==> src/logic/ashp_pkg.sv <==
// Shared constants and types for the serial host port and its host controller
package ashp_pkg;
    localparam int          WORD_BITS      = 32;
    localparam logic [5:0]  MIN_WRITE_CLKS = 6'h20;
    localparam logic [7:0]  CMD_WRITE      = 8'hD0;
    localparam logic [7:0]  REG_HOST_IN    = 8'h08;
    localparam logic [7:0]  REG_OUT_CTL    = 8'h0C;
    localparam logic [7:0]  REG_DATA_CTL   = 8'h10;
    localparam int          HPS_LSB        = 0;
    localparam int          RPS_LSB        = 0;
    localparam int          SCS_BIT        = 6;
    localparam int          SLC_LSB        = 8;
    localparam int          CHAIN_BIT      = 0;
    localparam int          SUPPLY_BIT     = 1;
    localparam int          INPUT_BIT      = 2;
    localparam int          RANGE_BIT      = 3;
    localparam int          PARITY_BIT     = 4;
    localparam logic [1:0]  PROTO_RST      = 2'h0;
    localparam logic [1:0]  READ_SPI       = 2'h0;
    localparam logic [1:0]  DUAL_LANE      = 2'h3;
    localparam logic [1:0]  LANE_CFG_RST   = 2'h0;
    localparam logic [4:0]  DATA_CTL_RST   = 5'h00;
    localparam int          INT_HALF       = 4;
    localparam int          SCLK_HALF      = 8;
    localparam logic [3:0]  HREG_TX        = 4'h0;
    localparam logic [3:0]  HREG_CFG       = 4'h1;
    localparam logic [3:0]  HREG_GO        = 4'h2;
    localparam logic [3:0]  HREG_STAT      = 4'h3;
    localparam logic [3:0]  HREG_RX        = 4'h4;
    localparam int          HCFG_DUAL      = 2;
    localparam int          HCFG_STROBE    = 3;
    localparam int          HCFG_NOCLK     = 4;
    localparam int          HCFG_CLKS_LSB  = 8;
    localparam logic [5:0]  HCFG_CLKS_RST  = 6'h20;

    typedef enum logic [1:0] {
        PROTO_00 = 2'b00,
        PROTO_01 = 2'b01,
        PROTO_10 = 2'b10,
        PROTO_11 = 2'b11
    } ashp_proto_t;
endpackage

==> src/logic/ashp_link_if.sv <==
// Serial link between the host controller and the converter host port
`timescale 1ns/10ps
interface ashp_link_if;
    logic convert_start_select_n;
    logic serial_clock;
    logic serial_in;
    logic serial_out_lane0;
    logic shared_alarm_pin;
    logic ready_strobe_out;

    modport device (
        input  convert_start_select_n,
        input  serial_clock,
        input  serial_in,
        output serial_out_lane0,
        output shared_alarm_pin,
        output ready_strobe_out
    );
    modport host (
        output convert_start_select_n,
        output serial_clock,
        output serial_in,
        input  serial_out_lane0,
        input  shared_alarm_pin,
        input  ready_strobe_out
    );
endinterface

==> src/logic/ashp_device.sv <==
// Converter serial host port: configuration writes, output word build and lane shifting
//
// Contract
// - Word layout: result, supply alarm, range, parity
// - Host may use any of four protocols
// - Codes 0..3 select polarity and capture edge
// - Reset returns to mode 0
// - Host changes protocol using mode 0
// - Selected protocol governs reads and writes
// - Writes need at least 32 clocks
// - First bit launch depends on mode
// - Read select 00b uses SPI protocol
// - Strobe stays low in SPI reads
// - Short frames are tolerated
// - Long frame with zero control chains
// - Lane config 11b enables second lane
// - Dual lane drives two bits per edge
// - Dual lane keeps same edge timing
// - Source-sync reads drive strobe clock
// - Source select picks host or internal clock
// - Writes always SPI; reads may be sync
// - Command applies at chip-select rise
// - Frame F command shapes frame F+1
//
// Design decisions made here: the register offsets and the address-and-strobe port.
`timescale 1ns/10ps
module ashp_device (
    input  wire logic        sys_clk,
    input  wire logic        sys_rst,
    input  wire logic [17:0] conv_result,
    input  wire logic [1:0]  supply_alarm,
    input  wire logic [1:0]  input_alarm,
    input  wire logic [3:0]  range_code,
    input  wire logic [3:0]  chain_id,
    input  wire logic        alarm_level,
    output logic [1:0]       host_protocol_sel,
    output logic [1:0]       read_protocol_sel,
    output logic [1:0]       second_lane_cfg,
    output logic             sync_clock_source_sel,
    output logic [4:0]       data_ctl,
    ashp_link_if.device      link
);
    import ashp_pkg::*;

    typedef enum logic [1:0] {
        ST_IDLE = 2'b00,
        ST_SPI  = 2'b01,
        ST_INT  = 2'b10
    } ashp_dev_state_t;

    ashp_dev_state_t state;
    logic            cs_s1, cs_s2, cs_s3;
    logic            ck_s1, ck_s2, ck_s3;
    logic            di_s1, di_s2;
    logic [31:0]     rx_word;
    logic [5:0]      clk_count;
    logic [31:0]     tx;
    logic [31:0]     next_tx;
    logic            first_pending;
    logic            next_first;
    logic            chain_bit;
    logic            driving;
    logic            next_driving;
    logic [2:0]      int_div;
    logic [5:0]      int_left;
    logic            int_strobe;
    logic            lane0;
    logic            lane1_or_alarm;
    logic            strobe;

    logic cs_fall, cs_rise, active, ck_rise, ck_fall;
    logic cap_rising, cap_edge, launch_edge, late, dual, chain_mode, src_mode;
    logic int_tick, shift_now;

    // Pins cross through two flops; edges are judged on the second and third stages only
    always_ff @(posedge sys_clk) begin
        if (sys_rst) begin
            cs_s1 <= 1'b1;
            cs_s2 <= 1'b1;
            cs_s3 <= 1'b1;
            ck_s1 <= 1'b0;
            ck_s2 <= 1'b0;
            ck_s3 <= 1'b0;
            di_s1 <= 1'b0;
            di_s2 <= 1'b0;
        end else begin
            cs_s1 <= link.convert_start_select_n;
            cs_s2 <= cs_s1;
            cs_s3 <= cs_s2;
            ck_s1 <= link.serial_clock;
            ck_s2 <= ck_s1;
            ck_s3 <= ck_s2;
            di_s1 <= link.serial_in;
            di_s2 <= di_s1;
        end
    end

    assign cs_fall     = cs_s3 & ~cs_s2;
    assign cs_rise     = ~cs_s3 & cs_s2;
    assign active      = ~cs_s2;
    assign ck_rise     = active & ~ck_s3 & ck_s2;
    assign ck_fall     = active & ck_s3 & ~ck_s2;
    assign cap_rising  = ~(host_protocol_sel[0] ^ host_protocol_sel[1]);
    assign cap_edge    = cap_rising ? ck_rise : ck_fall;
    assign launch_edge = cap_rising ? ck_fall : ck_rise;
    assign late        = host_protocol_sel[0];
    assign dual        = (second_lane_cfg == DUAL_LANE);
    assign src_mode    = (read_protocol_sel != READ_SPI);
    assign chain_mode  = ~src_mode & (second_lane_cfg == LANE_CFG_RST) & ~sync_clock_source_sel;
    assign int_tick    = (state == ST_INT) & (int_div == 3'(INT_HALF - 1));
    assign shift_now   = (state == ST_INT) ? (int_tick & int_strobe & (int_left != 6'h00))
                                           : launch_edge;

    // Flags are appended in fixed order; whatever is left below stays zero
    function automatic logic [31:0] build_word(input logic [4:0] ctl);
        logic [31:0] w;
        logic [5:0]  len;
        w   = {14'h0000, conv_result};
        len = 6'd18;
        if (ctl[CHAIN_BIT]) begin
            w   = {w[27:0], chain_id};
            len = len + 6'd4;
        end
        if (ctl[SUPPLY_BIT]) begin
            w   = {w[29:0], supply_alarm};
            len = len + 6'd2;
        end
        if (ctl[INPUT_BIT]) begin
            w   = {w[29:0], input_alarm};
            len = len + 6'd2;
        end
        if (ctl[RANGE_BIT]) begin
            w   = {w[27:0], range_code};
            len = len + 6'd4;
        end
        if (ctl[PARITY_BIT]) begin
            w   = {w[29:0], ^conv_result, ^w};
            len = len + 6'd2;
        end
        build_word = w << (6'd32 - len);
    endfunction

    // Configuration takes effect only when the frame closes, so the frame in flight never changes mode
    always_ff @(posedge sys_clk) begin
        if (sys_rst) begin
            host_protocol_sel     <= PROTO_RST;
            read_protocol_sel     <= READ_SPI;
            second_lane_cfg       <= LANE_CFG_RST;
            sync_clock_source_sel <= 1'b0;
            data_ctl              <= DATA_CTL_RST;
        end else if (cs_rise && clk_count >= MIN_WRITE_CLKS && rx_word[31:24] == CMD_WRITE) begin
            unique case (rx_word[23:16])
                REG_HOST_IN: host_protocol_sel <= rx_word[HPS_LSB +: 2];
                REG_OUT_CTL: begin
                    read_protocol_sel     <= rx_word[RPS_LSB +: 2];
                    second_lane_cfg       <= rx_word[SLC_LSB +: 2];
                    sync_clock_source_sel <= rx_word[SCS_BIT];
                end
                REG_DATA_CTL: data_ctl <= rx_word[4:0];
                default: ;
            endcase
        end
    end

    // Input side: writes always follow the selected clock protocol
    always_ff @(posedge sys_clk) begin
        if (sys_rst) begin
            rx_word   <= 32'h0000_0000;
            clk_count <= 6'h00;
            chain_bit <= 1'b0;
        end else if (cs_fall) begin
            clk_count <= 6'h00;
        end else if (cap_edge) begin
            rx_word   <= {rx_word[30:0], di_s2};
            chain_bit <= di_s2;
            if (clk_count != 6'h3F) begin
                clk_count <= clk_count + 6'h01;
            end
        end
    end

    always_ff @(posedge sys_clk) begin
        if (sys_rst) begin
            state <= ST_IDLE;
        end else if (cs_rise) begin
            state <= ST_IDLE;
        end else if (cs_fall) begin
            state <= (src_mode && sync_clock_source_sel) ? ST_INT : ST_SPI;
        end
    end

    // Internal clock for source-sync reads; data moves on the strobe's falling half
    always_ff @(posedge sys_clk) begin
        if (sys_rst || state != ST_INT) begin
            int_div    <= 3'h0;
            int_strobe <= 1'b0;
            int_left   <= dual ? 6'(WORD_BITS / 2) : 6'(WORD_BITS);
        end else if (int_tick) begin
            int_div <= 3'h0;
            if (int_left != 6'h00) begin
                int_strobe <= ~int_strobe;
                if (int_strobe) begin
                    int_left <= int_left - 6'h01;
                end
            end
        end else begin
            int_div <= int_div + 3'h1;
        end
    end

    always_comb begin
        next_tx      = tx;
        next_first   = first_pending;
        next_driving = driving;
        if (cs_fall) begin
            next_tx      = build_word(data_ctl);
            next_first   = late & ~(src_mode & sync_clock_source_sel);
            next_driving = ~next_first;
        end else if (!active) begin
            next_driving = 1'b0;
        end else if (shift_now) begin
            if (first_pending && state == ST_SPI) begin
                next_first   = 1'b0;
                next_driving = 1'b1;
            end else if (dual) begin
                next_tx = {tx[29:0], 2'b00};
            end else begin
                next_tx = {tx[30:0], chain_mode & chain_bit};
            end
        end
    end

    always_ff @(posedge sys_clk) begin
        if (sys_rst) begin
            tx            <= 32'h0000_0000;
            first_pending <= 1'b0;
            driving       <= 1'b0;
        end else begin
            tx            <= next_tx;
            first_pending <= next_first;
            driving       <= next_driving;
        end
    end

    // Lane 1 carries the odd bit ahead of lane 0 in dual mode
    always_ff @(posedge sys_clk) begin
        if (sys_rst) begin
            lane0          <= 1'b0;
            lane1_or_alarm <= 1'b0;
            strobe         <= 1'b0;
        end else begin
            lane0          <= next_driving & (dual ? next_tx[30] : next_tx[31]);
            lane1_or_alarm <= dual ? (next_driving & next_tx[31]) : alarm_level;
            if (!active || !src_mode) begin
                strobe <= 1'b0;
            end else if (state == ST_INT) begin
                strobe <= int_strobe;
            end else begin
                strobe <= ~next_first & (ck_s2 == cap_rising);
            end
        end
    end

    assign link.serial_out_lane0 = lane0;
    assign link.shared_alarm_pin = lane1_or_alarm;
    assign link.ready_strobe_out = strobe;
endmodule

==> src/flat_wrapper.sv <==
// flat-port wrapper written by rule: the top's interface ports become plain ports
module ashp_device_flat import ashp_pkg::*;
  (sys_clk, sys_rst, conv_result, supply_alarm, input_alarm, range_code, chain_id, alarm_level, host_protocol_sel, read_protocol_sel, second_lane_cfg, sync_clock_source_sel, data_ctl, link_convert_start_select_n, link_serial_clock, link_serial_in, link_serial_out_lane0, link_shared_alarm_pin, link_ready_strobe_out);
  ashp_link_if link_i ();
  input  wire logic sys_clk;
  input  wire logic sys_rst;
  input  wire logic [17:0] conv_result;
  input  wire logic [1:0] supply_alarm;
  input  wire logic [1:0] input_alarm;
  input  wire logic [3:0] range_code;
  input  wire logic [3:0] chain_id;
  input  wire logic alarm_level;
  output logic [1:0] host_protocol_sel;
  output logic [1:0] read_protocol_sel;
  output logic [1:0] second_lane_cfg;
  output logic sync_clock_source_sel;
  output logic [4:0] data_ctl;
  input wire logic [$bits(link_i.convert_start_select_n)-1:0] link_convert_start_select_n;
  input wire logic [$bits(link_i.serial_clock)-1:0] link_serial_clock;
  input wire logic [$bits(link_i.serial_in)-1:0] link_serial_in;
  output wire logic [$bits(link_i.serial_out_lane0)-1:0] link_serial_out_lane0;
  output wire logic [$bits(link_i.shared_alarm_pin)-1:0] link_shared_alarm_pin;
  output wire logic [$bits(link_i.ready_strobe_out)-1:0] link_ready_strobe_out;
  assign link_i.convert_start_select_n = link_convert_start_select_n;
  assign link_i.serial_clock = link_serial_clock;
  assign link_i.serial_in = link_serial_in;
  assign link_serial_out_lane0 = link_i.serial_out_lane0;
  assign link_shared_alarm_pin = link_i.shared_alarm_pin;
  assign link_ready_strobe_out = link_i.ready_strobe_out;
  ashp_device u_core (.sys_clk(sys_clk), .sys_rst(sys_rst), .conv_result(conv_result), .supply_alarm(supply_alarm), .input_alarm(input_alarm), .range_code(range_code), .chain_id(chain_id), .alarm_level(alarm_level), .host_protocol_sel(host_protocol_sel), .read_protocol_sel(read_protocol_sel), .second_lane_cfg(second_lane_cfg), .sync_clock_source_sel(sync_clock_source_sel), .data_ctl(data_ctl), .link(link_i));
endmodule
==> config.mk <==
export PLATFORM = sky130hd
export DESIGN_NAME = ashp_device_flat
export DESIGN_NICKNAME = d
export VERILOG_FILES = /design/src/logic/ashp_pkg.sv /design/src/logic/ashp_link_if.sv /design/src/logic/ashp_device.sv /design/src/flat_wrapper.sv
export SDC_FILE = /design/constraint.sdc
export NUM_CORES = 1
export LEC_CHECK = 0
export BUFFER_PORTS_ARGS = -buffer_cell sky130_fd_sc_hd__buf_2
export CORE_AREA = 2 2 126 128
export DETAILED_ROUTE_END_ITERATION = 7
export DIE_AREA = 0 0 128 130
export PLACE_DENSITY_LB_ADDON = 0.25
export SLEW_MARGIN = 40
export SYNTH_ARGS = -nofsm -noshare
export SYNTH_HDL_FRONTEND = slang
export SYNTH_SLANG_ARGS = --single-unit
==> constraint.sdc <==
create_clock -name sys_clk -period 4.15 [get_ports sys_clk]
set_clock_uncertainty 0.15 [all_clocks]
set_input_delay 0.6225 -clock sys_clk [delete_from_list [all_inputs] [get_ports sys_clk]]
set_output_delay 0.6225 -clock sys_clk [all_outputs]
set_load 0.03 [all_outputs]
==> results of run 1 <==
==> power groups by stage <==
stage	Combinational, W	Sequential, W	Clock (W)
after floorplan	0.000237	0.00108	0
after global placement	0.000346	0.00108	0
after detailed placement	0.000350	0.00108	0
after CTS	0.000352	0.00106	0.000820
after global routing	0.000388	0.00106	0.000864
final	0.000358	0.00106	0.000814
==> sequential cells by signal, indices dropped and copies added, names as in the netlist, 2 cells and up <==
| name | cells |
|---|---|
| u_core.state | 2 |
| u_core.int_div | 3 |
| u_core.clk_count | 6 |
| u_core.rx_word | 32 |
| u_core.int_left | 6 |
| u_core.tx | 32 |
| u_core.data_ctl | 5 |
| u_core.read_protocol_sel | 2 |
| u_core.second_lane_cfg | 2 |
| u_core.host_protocol_sel | 2 |
==> how the worst max path moves through the flow <==
stage          depth (start not counted)                             from  slack (ns)                                       to
2_1_floorplan                         15  u_core.data_ctl[1]$_SDFFE_PP0P_        0.02  u_core.link.serial_out_lane0$_SDFF_PP0_
3_3_place_gp                          13                   conv_result[0]       -0.03               u_core.tx[28]$_SDFFE_PP0P_
3_5_place_dp                          13                   conv_result[5]       -0.08               u_core.tx[12]$_SDFFE_PP0P_
4_1_cts                               15  u_core.data_ctl[1]$_SDFFE_PP0P_        0.02               u_core.tx[17]$_SDFFE_PP0P_
5_1_grt                               16  u_core.data_ctl[1]$_SDFFE_PP0P_       -0.02                u_core.tx[2]$_SDFFE_PP0P_
6_report                              13  u_core.data_ctl[3]$_SDFFE_PP0P_        0.14               u_core.tx[12]$_SDFFE_PP0P_
==> routing by layer <==
metal | vias up | wire length, µm
met5 | - | 0
met4 | 0 | 617
met3 | 50 | 1090
met2 | 233 | 10500
met1 | 3801 | 10100
li1 | 4028 | -
==> metrics by stage <==
step / setup TNS [ns] / std cells / hold slack [ns] / power, W / setup slack (ns)
6_report: 0 / 1353 / 0.279 / 0.00223 / 0.140
5_1_grt: -0.0760 / 1353 / 0.289 / 0.00231 / -0.0242
4_1_cts: 0 / 1344 / 0.286 / 0.00223 / 0.0156
3_5_place_dp: -0.384 / 1328 / 0.275 / 0.00143 / -0.0777
3_3_place_gp: -0.0467 / 1328 / 0.242 / 0.00143 / -0.0252
2_1_floorplan: 0 / 1085 / 0.239 / 0.00132 / 0.0172
==> layout by cell type, fill, tap and decap left out, types with 18 or more instances in the layout <==
master	n
sky130_fd_sc_hd__nor2_1	116
sky130_fd_sc_hd__nor3_1	22
sky130_fd_sc_hd__xnor2_1	39
sky130_fd_sc_hd__a21oi_1	100
sky130_fd_sc_hd__mux2_2	20
sky130_fd_sc_hd__a211oi_1	18
sky130_fd_sc_hd__buf_2	50
sky130_fd_sc_hd__nand2_1	139
sky130_fd_sc_hd__o21ai_0	38
sky130_fd_sc_hd__dfxtp_1	98
sky130_fd_sc_hd__nand3_1	56
sky130_fd_sc_hd__mux2i_1	85
sky130_fd_sc_hd__buf_4	88
==> cell type report <==
| cell class | instances | share of cell area |
|---|---|---|
| Inverter | 18 | 0.00697 |
| Clock inverter | 6 | 0.00503 |
| Tap cell | 192 | 0.0248 |
| Multi-Input combinational cell | 877 | 0.609 |
| Clock buffer | 10 | 0.0236 |
| Timing Repair Buffer | 143 | 0.102 |
| Sequential cell | 107 | 0.228 |
==> what timing repair did <==
| item | 4_1_cts | 5_1_grt |
|---|---|---|
| setup endpoints to repair | 3 | 31 |
| pin swaps | 0 | 4 |
| resized for setup | 1 | 15 |
| hold buffers | 0 | 0 |
| setup buffers | 0 | 9 |
==> cell families after synthesis <==
| group | synth area share |
|---|---|
| AO/OA/AOI/OAI | 0.199 |
| buffers and inverters | 0.0504 |
| multiplexers | 0.174 |
| XOR/XNOR | 0.0774 |
| adder cells (fa/ha/maj) | 0.0179 |
| flip-flops | 0.263 |
| AND/OR/NAND/NOR | 0.218 |
==> results.json, run 1 <==
{
  "drt_pre_antenna_iters": 7,
  "timing.rr.end": "u_core.tx[12]$_SDFFE_PP0P_",
  "worst_r2r_startpoint": "u_core.data_ctl[3]$_SDFFE_PP0P_",
  "synth-seq-cells": 107,
  "pwr-share-seq": 0.474,
  "detail_route.vias_per_cell": 6.00,
  "run_status": "finished clean",
  "power.net_switching_w": 0.000599,
  "cts_root_buffer": "sky130_fd_sc_hd__clkbuf_16",
  "antennaDiodeCount": 0,
  "total_vias_in_the_final_route": 8112,
  "last_weighted_congestion_value_of_the_routability_driven_placer": 0.903,
  "power_frac_comb": 0.161,
  "placeableCoreArea_um2": 15400,
  "cp-end-kind": "flip-flop",
  "crit_path_start_kind": "flip-flop",
  "edff_count_synth": 6,
  "grt_overflow": 0,
  "finalCriticalPeriod_ns": 4.01,
  "die_area_um2": 16600,
  "post_synth_num_cell_types": 71,
  "routing_usage_on_met3": 0.0463,
  "register_to_register_setup_slack_ns": 0.14,
  "hold_end": "u_core.int_div[0]$_SDFF_PP0_",
  "tritoncts.num_buffers": 9,
  "cp_top_family": "XOR/XNOR gates",
  "asyncSetResetFlopFracSynth": 0,
  "worst_r2r_path_depth": 13,
  "grt-busiest-layer": "met2",
  "cp_num_buf_inv": 1,
  "synth_seq_area_share": 0.263,
  "maxCapViolCount": 0,
  "worst-setup-path-type": "flip-flop to flip-flop",
  "hold_depth": 1,
  "hold_path_origin": "u_core.int_div[0]$_SDFF_PP0_",
  "post_synth_main_area_contributors": "sky130_fd_sc_hd__dfxtp_1 24%, sky130_fd_sc_hd__mux2i_1 10%, sky130_fd_sc_hd__nand2_1 6.3%, sky130_fd_sc_hd__a21oi_1 6.0%, sky130_fd_sc_hd__nor2_1 5.3%",
  "syn_nets": 1133,
  "critPathRequiredTime_ns": 4.22,
  "setup_violations": 0,
  "max_slew_margin": 0.521,
  "placementRows": 46,
  "cts.sink_count": 107,
  "achievable-frequency_mhz": 249,
  "sequential_standard_cell_area_um2": 2210,
  "period_share": 0.966,
  "port_buffers": 50,
  "post_detail_place_hpwl_um": 16400,
  "finalHoldViolations": 0,
  "post-synth-top-area-fraction": 0.241,
  "initial_utilization": 0.544,
  "crit_fanout": 7,
  "grt_antenna_before_repair": 0,
  "ys_top_cells_by_count": "140 x sky130_fd_sc_hd__nand2_1, 118 x sky130_fd_sc_hd__nor2_1, 101 x sky130_fd_sc_hd__a21oi_1, 101 x sky130_fd_sc_hd__dfxtp_1, 86 x sky130_fd_sc_hd__mux2i_1",
  "cp_slowest_cell": "sky130_fd_sc_hd__mux4_2",
  "pin_count": 51,
  "maximum_number_of_pins_on_one_net_before_global_route_repair": 65,
  "drive_above_1_share": 0.202,
  "cell_internal_pwr_w": 0.00163,
  "route.detailed.drc": 0,
  "final_cell_utilization_of_the_core": 0.629,
  "leakage_nw": 3.68,
  "via_count_of_the_first_global_routing_pass": 7269,
  "pwr-share-clk": 0.365,
  "fillerInstances": 1385,
  "global_route.usage.total": 0.265,
  "path_cells": "buf_4 -> mux2_4 -> mux4_2 -> and2_1 -> or3_1 -> o211ai_2 -> xnor3_1 -> xnor3_1 -> xnor3_2 -> a22o_1 -> a21oi_2 -> a211o_1 -> o21ai_1",
  "worstMarginPinSlew_ns": 0.718,
  "cts_max_level": 3,
  "min_path_type": "flip-flop to flip-flop",
  "finalMaxSlewViolations": 0,
  "insertion_delay_ns": 0.35,
  "worstPathArrival_ns": 4.08,
  "max_stage_delay_ns": 0.46,
  "synthesis.area_um2": 8390,
  "yosysWarnings": 0,
  "synthToLayoutAreaGrowth_pct": 15.6,
  "gr-usage-met1": 0.353,
  "synth.most_common_cell": "sky130_fd_sc_hd__nand2_1",
  "crit_top_cell": "sky130_fd_sc_hd__xnor3_1",
  "wire_per_inst_um": 16.5,
  "cts_max_path_buffers": 2,
  "power_per_cell_area_nw_per_um2": 230,
  "cts_tree": "yes",
  "multi_input_area_um2": 5910,
  "wire_length_of_the_first_global_routing_pass_um": 36100,
  "final_net_count": 1204,
  "grt_use_met2": 0.441,
  "switching_share": 0.268,
  "die_width_um": 128,
  "die_y_um": 130,
  "clk_transition_reported_paths_ns": 0.08,
  "detail_route.iter0.violations": 646,
  "synth_cells": 1085,
  "drt-total-wl_um": 22300,
  "fin_area_um2": 9700,
  "post_synth.cell_area_avg_um2": 7.73,
  "power.ir.vdd_worst_uv": 212,
  "synth_area_leader": "sky130_fd_sc_hd__dfxtp_1",
  "yosys_most_used_dff": "sky130_fd_sc_hd__dfxtp_1",
  "postPlaceCellArea_um2": 9250,
  "detail-route-antenna-nets": 0
}
(Power assumes the default switching activity.)
==> run 2, diff against run 1 <==
==> constraint.sdc (replaced) <==
create_clock -name sys_clk -period 4.15 [get_ports sys_clk]
set_clock_uncertainty 0.15 [all_clocks]
set_input_delay 0.415 -clock sys_clk [delete_from_list [all_inputs] [get_ports sys_clk]]
set_output_delay 0.415 -clock sys_clk [all_outputs]
set_load 0.03 [all_outputs]
==> run 2 against run 1 <==
Combinational power decreased by 3%. First-iteration DRC count rose by 5.1%. Setup slack better by 0.040 ns. Maximum frequency is 1.0% higher. Die area unchanged. Power is 2.8% higher. Register-to-register slack gained 0.04 ns. Core utilization down 1.0 points. Via count shrank 1.2%. Wire length shrank 1.4%.
==> results.json, run 2 (synthesized netlist as in run 1, its figures left out) <==
{
  "ctsHoldBuffers": 0,
  "maximum_number_of_pins_on_one_net_before_global_route_repair": 66,
  "timing.rr.end": "u_core.tx[24]$_SDFFE_PP0P_",
  "via_count_of_the_first_global_routing_pass": 7259,
  "final_cell_utilization_of_the_core": 0.618,
  "min_path_type": "primary input to flip-flop",
  "worstMarginPinSlew_ns": 0.752,
  "rsz0062_at_grt": "false",
  "grt_use_met2": 0.422,
  "most-common-layout-cells": "139 x sky130_fd_sc_hd__nand2_1, 117 x sky130_fd_sc_hd__nor2_1, 100 x sky130_fd_sc_hd__a21oi_1",
  "setup-tns-final_ns": 0,
  "finalMaxSlewViolations": 0,
  "pwr-share-seq": 0.461,
  "switching_share": 0.265,
  "achievable-frequency_mhz": 252,
  "synthToLayoutAreaGrowth_pct": 13.8,
  "period_share": 0.957,
  "worst_r2r_path_depth": 12,
  "total_vias_in_the_final_route": 8018,
  "drive_above_1_share": 0.185,
  "wire_per_inst_um": 16.6,
  "sequential_standard_cell_area_um2": 2210,
  "critPathRequiredTime_ns": 4.23,
  "cts_max_path_buffers": 2,
  "max_slew_margin": 0.499,
  "die_y_um": 130,
  "detail-route-antenna-nets": 0,
  "grt_antenna_before_repair": 0,
  "worst_r2r_startpoint": "u_core.data_ctl[1]$_SDFFE_PP0P_",
  "drt-total-wl_um": 22000,
  "crit_fanout": 16,
  "port_buffers": 50,
  "detail_route.iter0.violations": 679,
  "hold_path_origin": "link_convert_start_select_n",
  "power.net_switching_w": 0.000608,
  "power_per_cell_area_nw_per_um2": 240,
  "tritoncts.num_buffers": 9,
  "reg.largest.list": "u_core.rx_word x32, u_core.tx x32",
  "multi_input_area_um2": 5920,
  "hold_end": "u_core.cs_s1$_SDFF_PP1_",
  "final_common_cell": "sky130_fd_sc_hd__nand2_1",
  "initial_utilization": 0.544,
  "grt_overflow": 0,
  "placeableCoreArea_um2": 15400,
  "total_power_consumption_of_the_routed_design_w": 0.00229,
  "startpoint": "u_core.data_ctl[1]$_SDFFE_PP0P_",
  "drt_pre_antenna_iters": 5,
  "run_status": "finished clean",
  "routing_usage_on_met3": 0.0361,
  "die_width_um": 128,
  "setup_violations": 0,
  "placementRows": 46,
  "finalCriticalPeriod_ns": 3.97,
  "finalHoldViolations": 0,
  "grt-busiest-layer": "met2",
  "global_route.usage.total": 0.266,
  "post_detail_place_hpwl_um": 16100,
  "cts_max_level": 3,
  "cts_tree": "yes",
  "fillerInstances": 1386,
  "layout.cells.non_filler": 1327,
  "die_area_um2": 16600,
  "crit_path_start_kind": "flip-flop",
  "route.detailed.drc": 0,
  "cell_internal_pwr_w": 0.00169,
  "final_net_count": 1178,
  "antennaDiodeCount": 0,
  "maxCapViolCount": 0,
  "worst-setup-path-type": "flip-flop to flip-flop",
  "power_frac_comb": 0.151,
  "hold_depth": 2,
  "power.ir.vdd_worst_uv": 209,
  "clk_transition_reported_paths_ns": 0.08,
  "cts.sink_count": 107,
  "detail_route.vias_per_cell": 6.04,
  "leakage_nw": 3.58,
  "gr-usage-met1": 0.369,
  "placed_cells": 1305,
  "insertion_delay_ns": 0.36,
  "register_to_register_setup_slack_ns": 0.18,
  "cts_root_buffer": "sky130_fd_sc_hd__clkbuf_16",
  "wire_length_of_the_first_global_routing_pass_um": 36200,
  "worstPathArrival_ns": 4.05,
  "pin_count": 51,
  "last_weighted_congestion_value_of_the_routability_driven_placer": 0.955,
  "pwr-share-clk": 0.388,
  "cp-end-kind": "flip-flop"
}
-- run 2: metal layers --
metal | routed length, µm | share of wire | vias up
met5 | 0 | 0 | -
met4 | 542 | 0.025 | 0
met3 | 1060 | 0.048 | 39
met2 | 10300 | 0.47 | 272
met1 | 10100 | 0.46 | 3719
li1 | - | - | 3988
-- run 2: how the worst max path moves through the flow --
stage	slack (ns)	endpoint
detailed placement	0.05	u_core.tx[14]$_SDFFE_PP0P_
global placement	0.12	u_core.tx[20]$_SDFFE_PP0P_
CTS	0.007	u_core.link.serial_out_lane0$_SDFF_PP0_
finish	0.18	u_core.tx[24]$_SDFFE_PP0P_
floorplan	0.02	u_core.link.serial_out_lane0$_SDFF_PP0_
global route	0.001	u_core.tx[16]$_SDFFE_PP0P_
-- run 2: through the flow --
stage	instance area (µm²)	hold slack, ns	worst slack (ns)
after floorplan	8460	0.239	0.0172
after global placement	9100	0.244	0.120
after detailed placement	9100	0.249	0.0450
after CTS	9410	0.0782	0.00746
after global routing	9540	0.0896	0.00119
final	9540	0.0899	0.181
-- run 2: power groups by stage --
stage	combinational (W)	sequential, W	clock (W)
2_1_floorplan	0.000237	0.00108	0
3_3_place_gp	0.000331	0.00108	0
3_5_place_dp	0.000334	0.00108	0
4_1_cts	0.000337	0.00106	0.000905
5_1_grt	0.000375	0.00106	0.000938
6_report	0.000346	0.00106	0.000890
-- run 2: cell type report --
type	instances	area share
timing repair buffer	117	0.0829
clock buffer	9	0.0236
multi-input combinational	877	0.621
clock inverter	7	0.00853
tap	192	0.0252
sequential	107	0.232
inverter	18	0.00708
-- run 2: timing repair --
| item | in CTS | in global routing |
|---|---|---|
| endpoints found under the hold margin | 0 | 0 |
| endpoints found under the setup margin | 0 | 30 |
| gates resized for setup | 0 | 15 |
| setup buffers | 0 | 6 |
-- run 2: worst max-delay path, stage by stage, from the launching register on --
cell	delay, ns
sky130_fd_sc_hd__dfxtp_4	0.43
sky130_fd_sc_hd__buf_4	0.28
sky130_fd_sc_hd__and2_0	0.34
sky130_fd_sc_hd__a22oi_1	0.21
sky130_fd_sc_hd__xor2_1	0.18
sky130_fd_sc_hd__nor2_1	0.19
sky130_fd_sc_hd__xnor3_1	0.36
sky130_fd_sc_hd__xnor3_1	0.35
sky130_fd_sc_hd__xnor3_1	0.38
sky130_fd_sc_hd__xnor3_2	0.30
sky130_fd_sc_hd__a22o_4	0.27
sky130_fd_sc_hd__a31oi_1	0.26
sky130_fd_sc_hd__o221ai_1	0.15
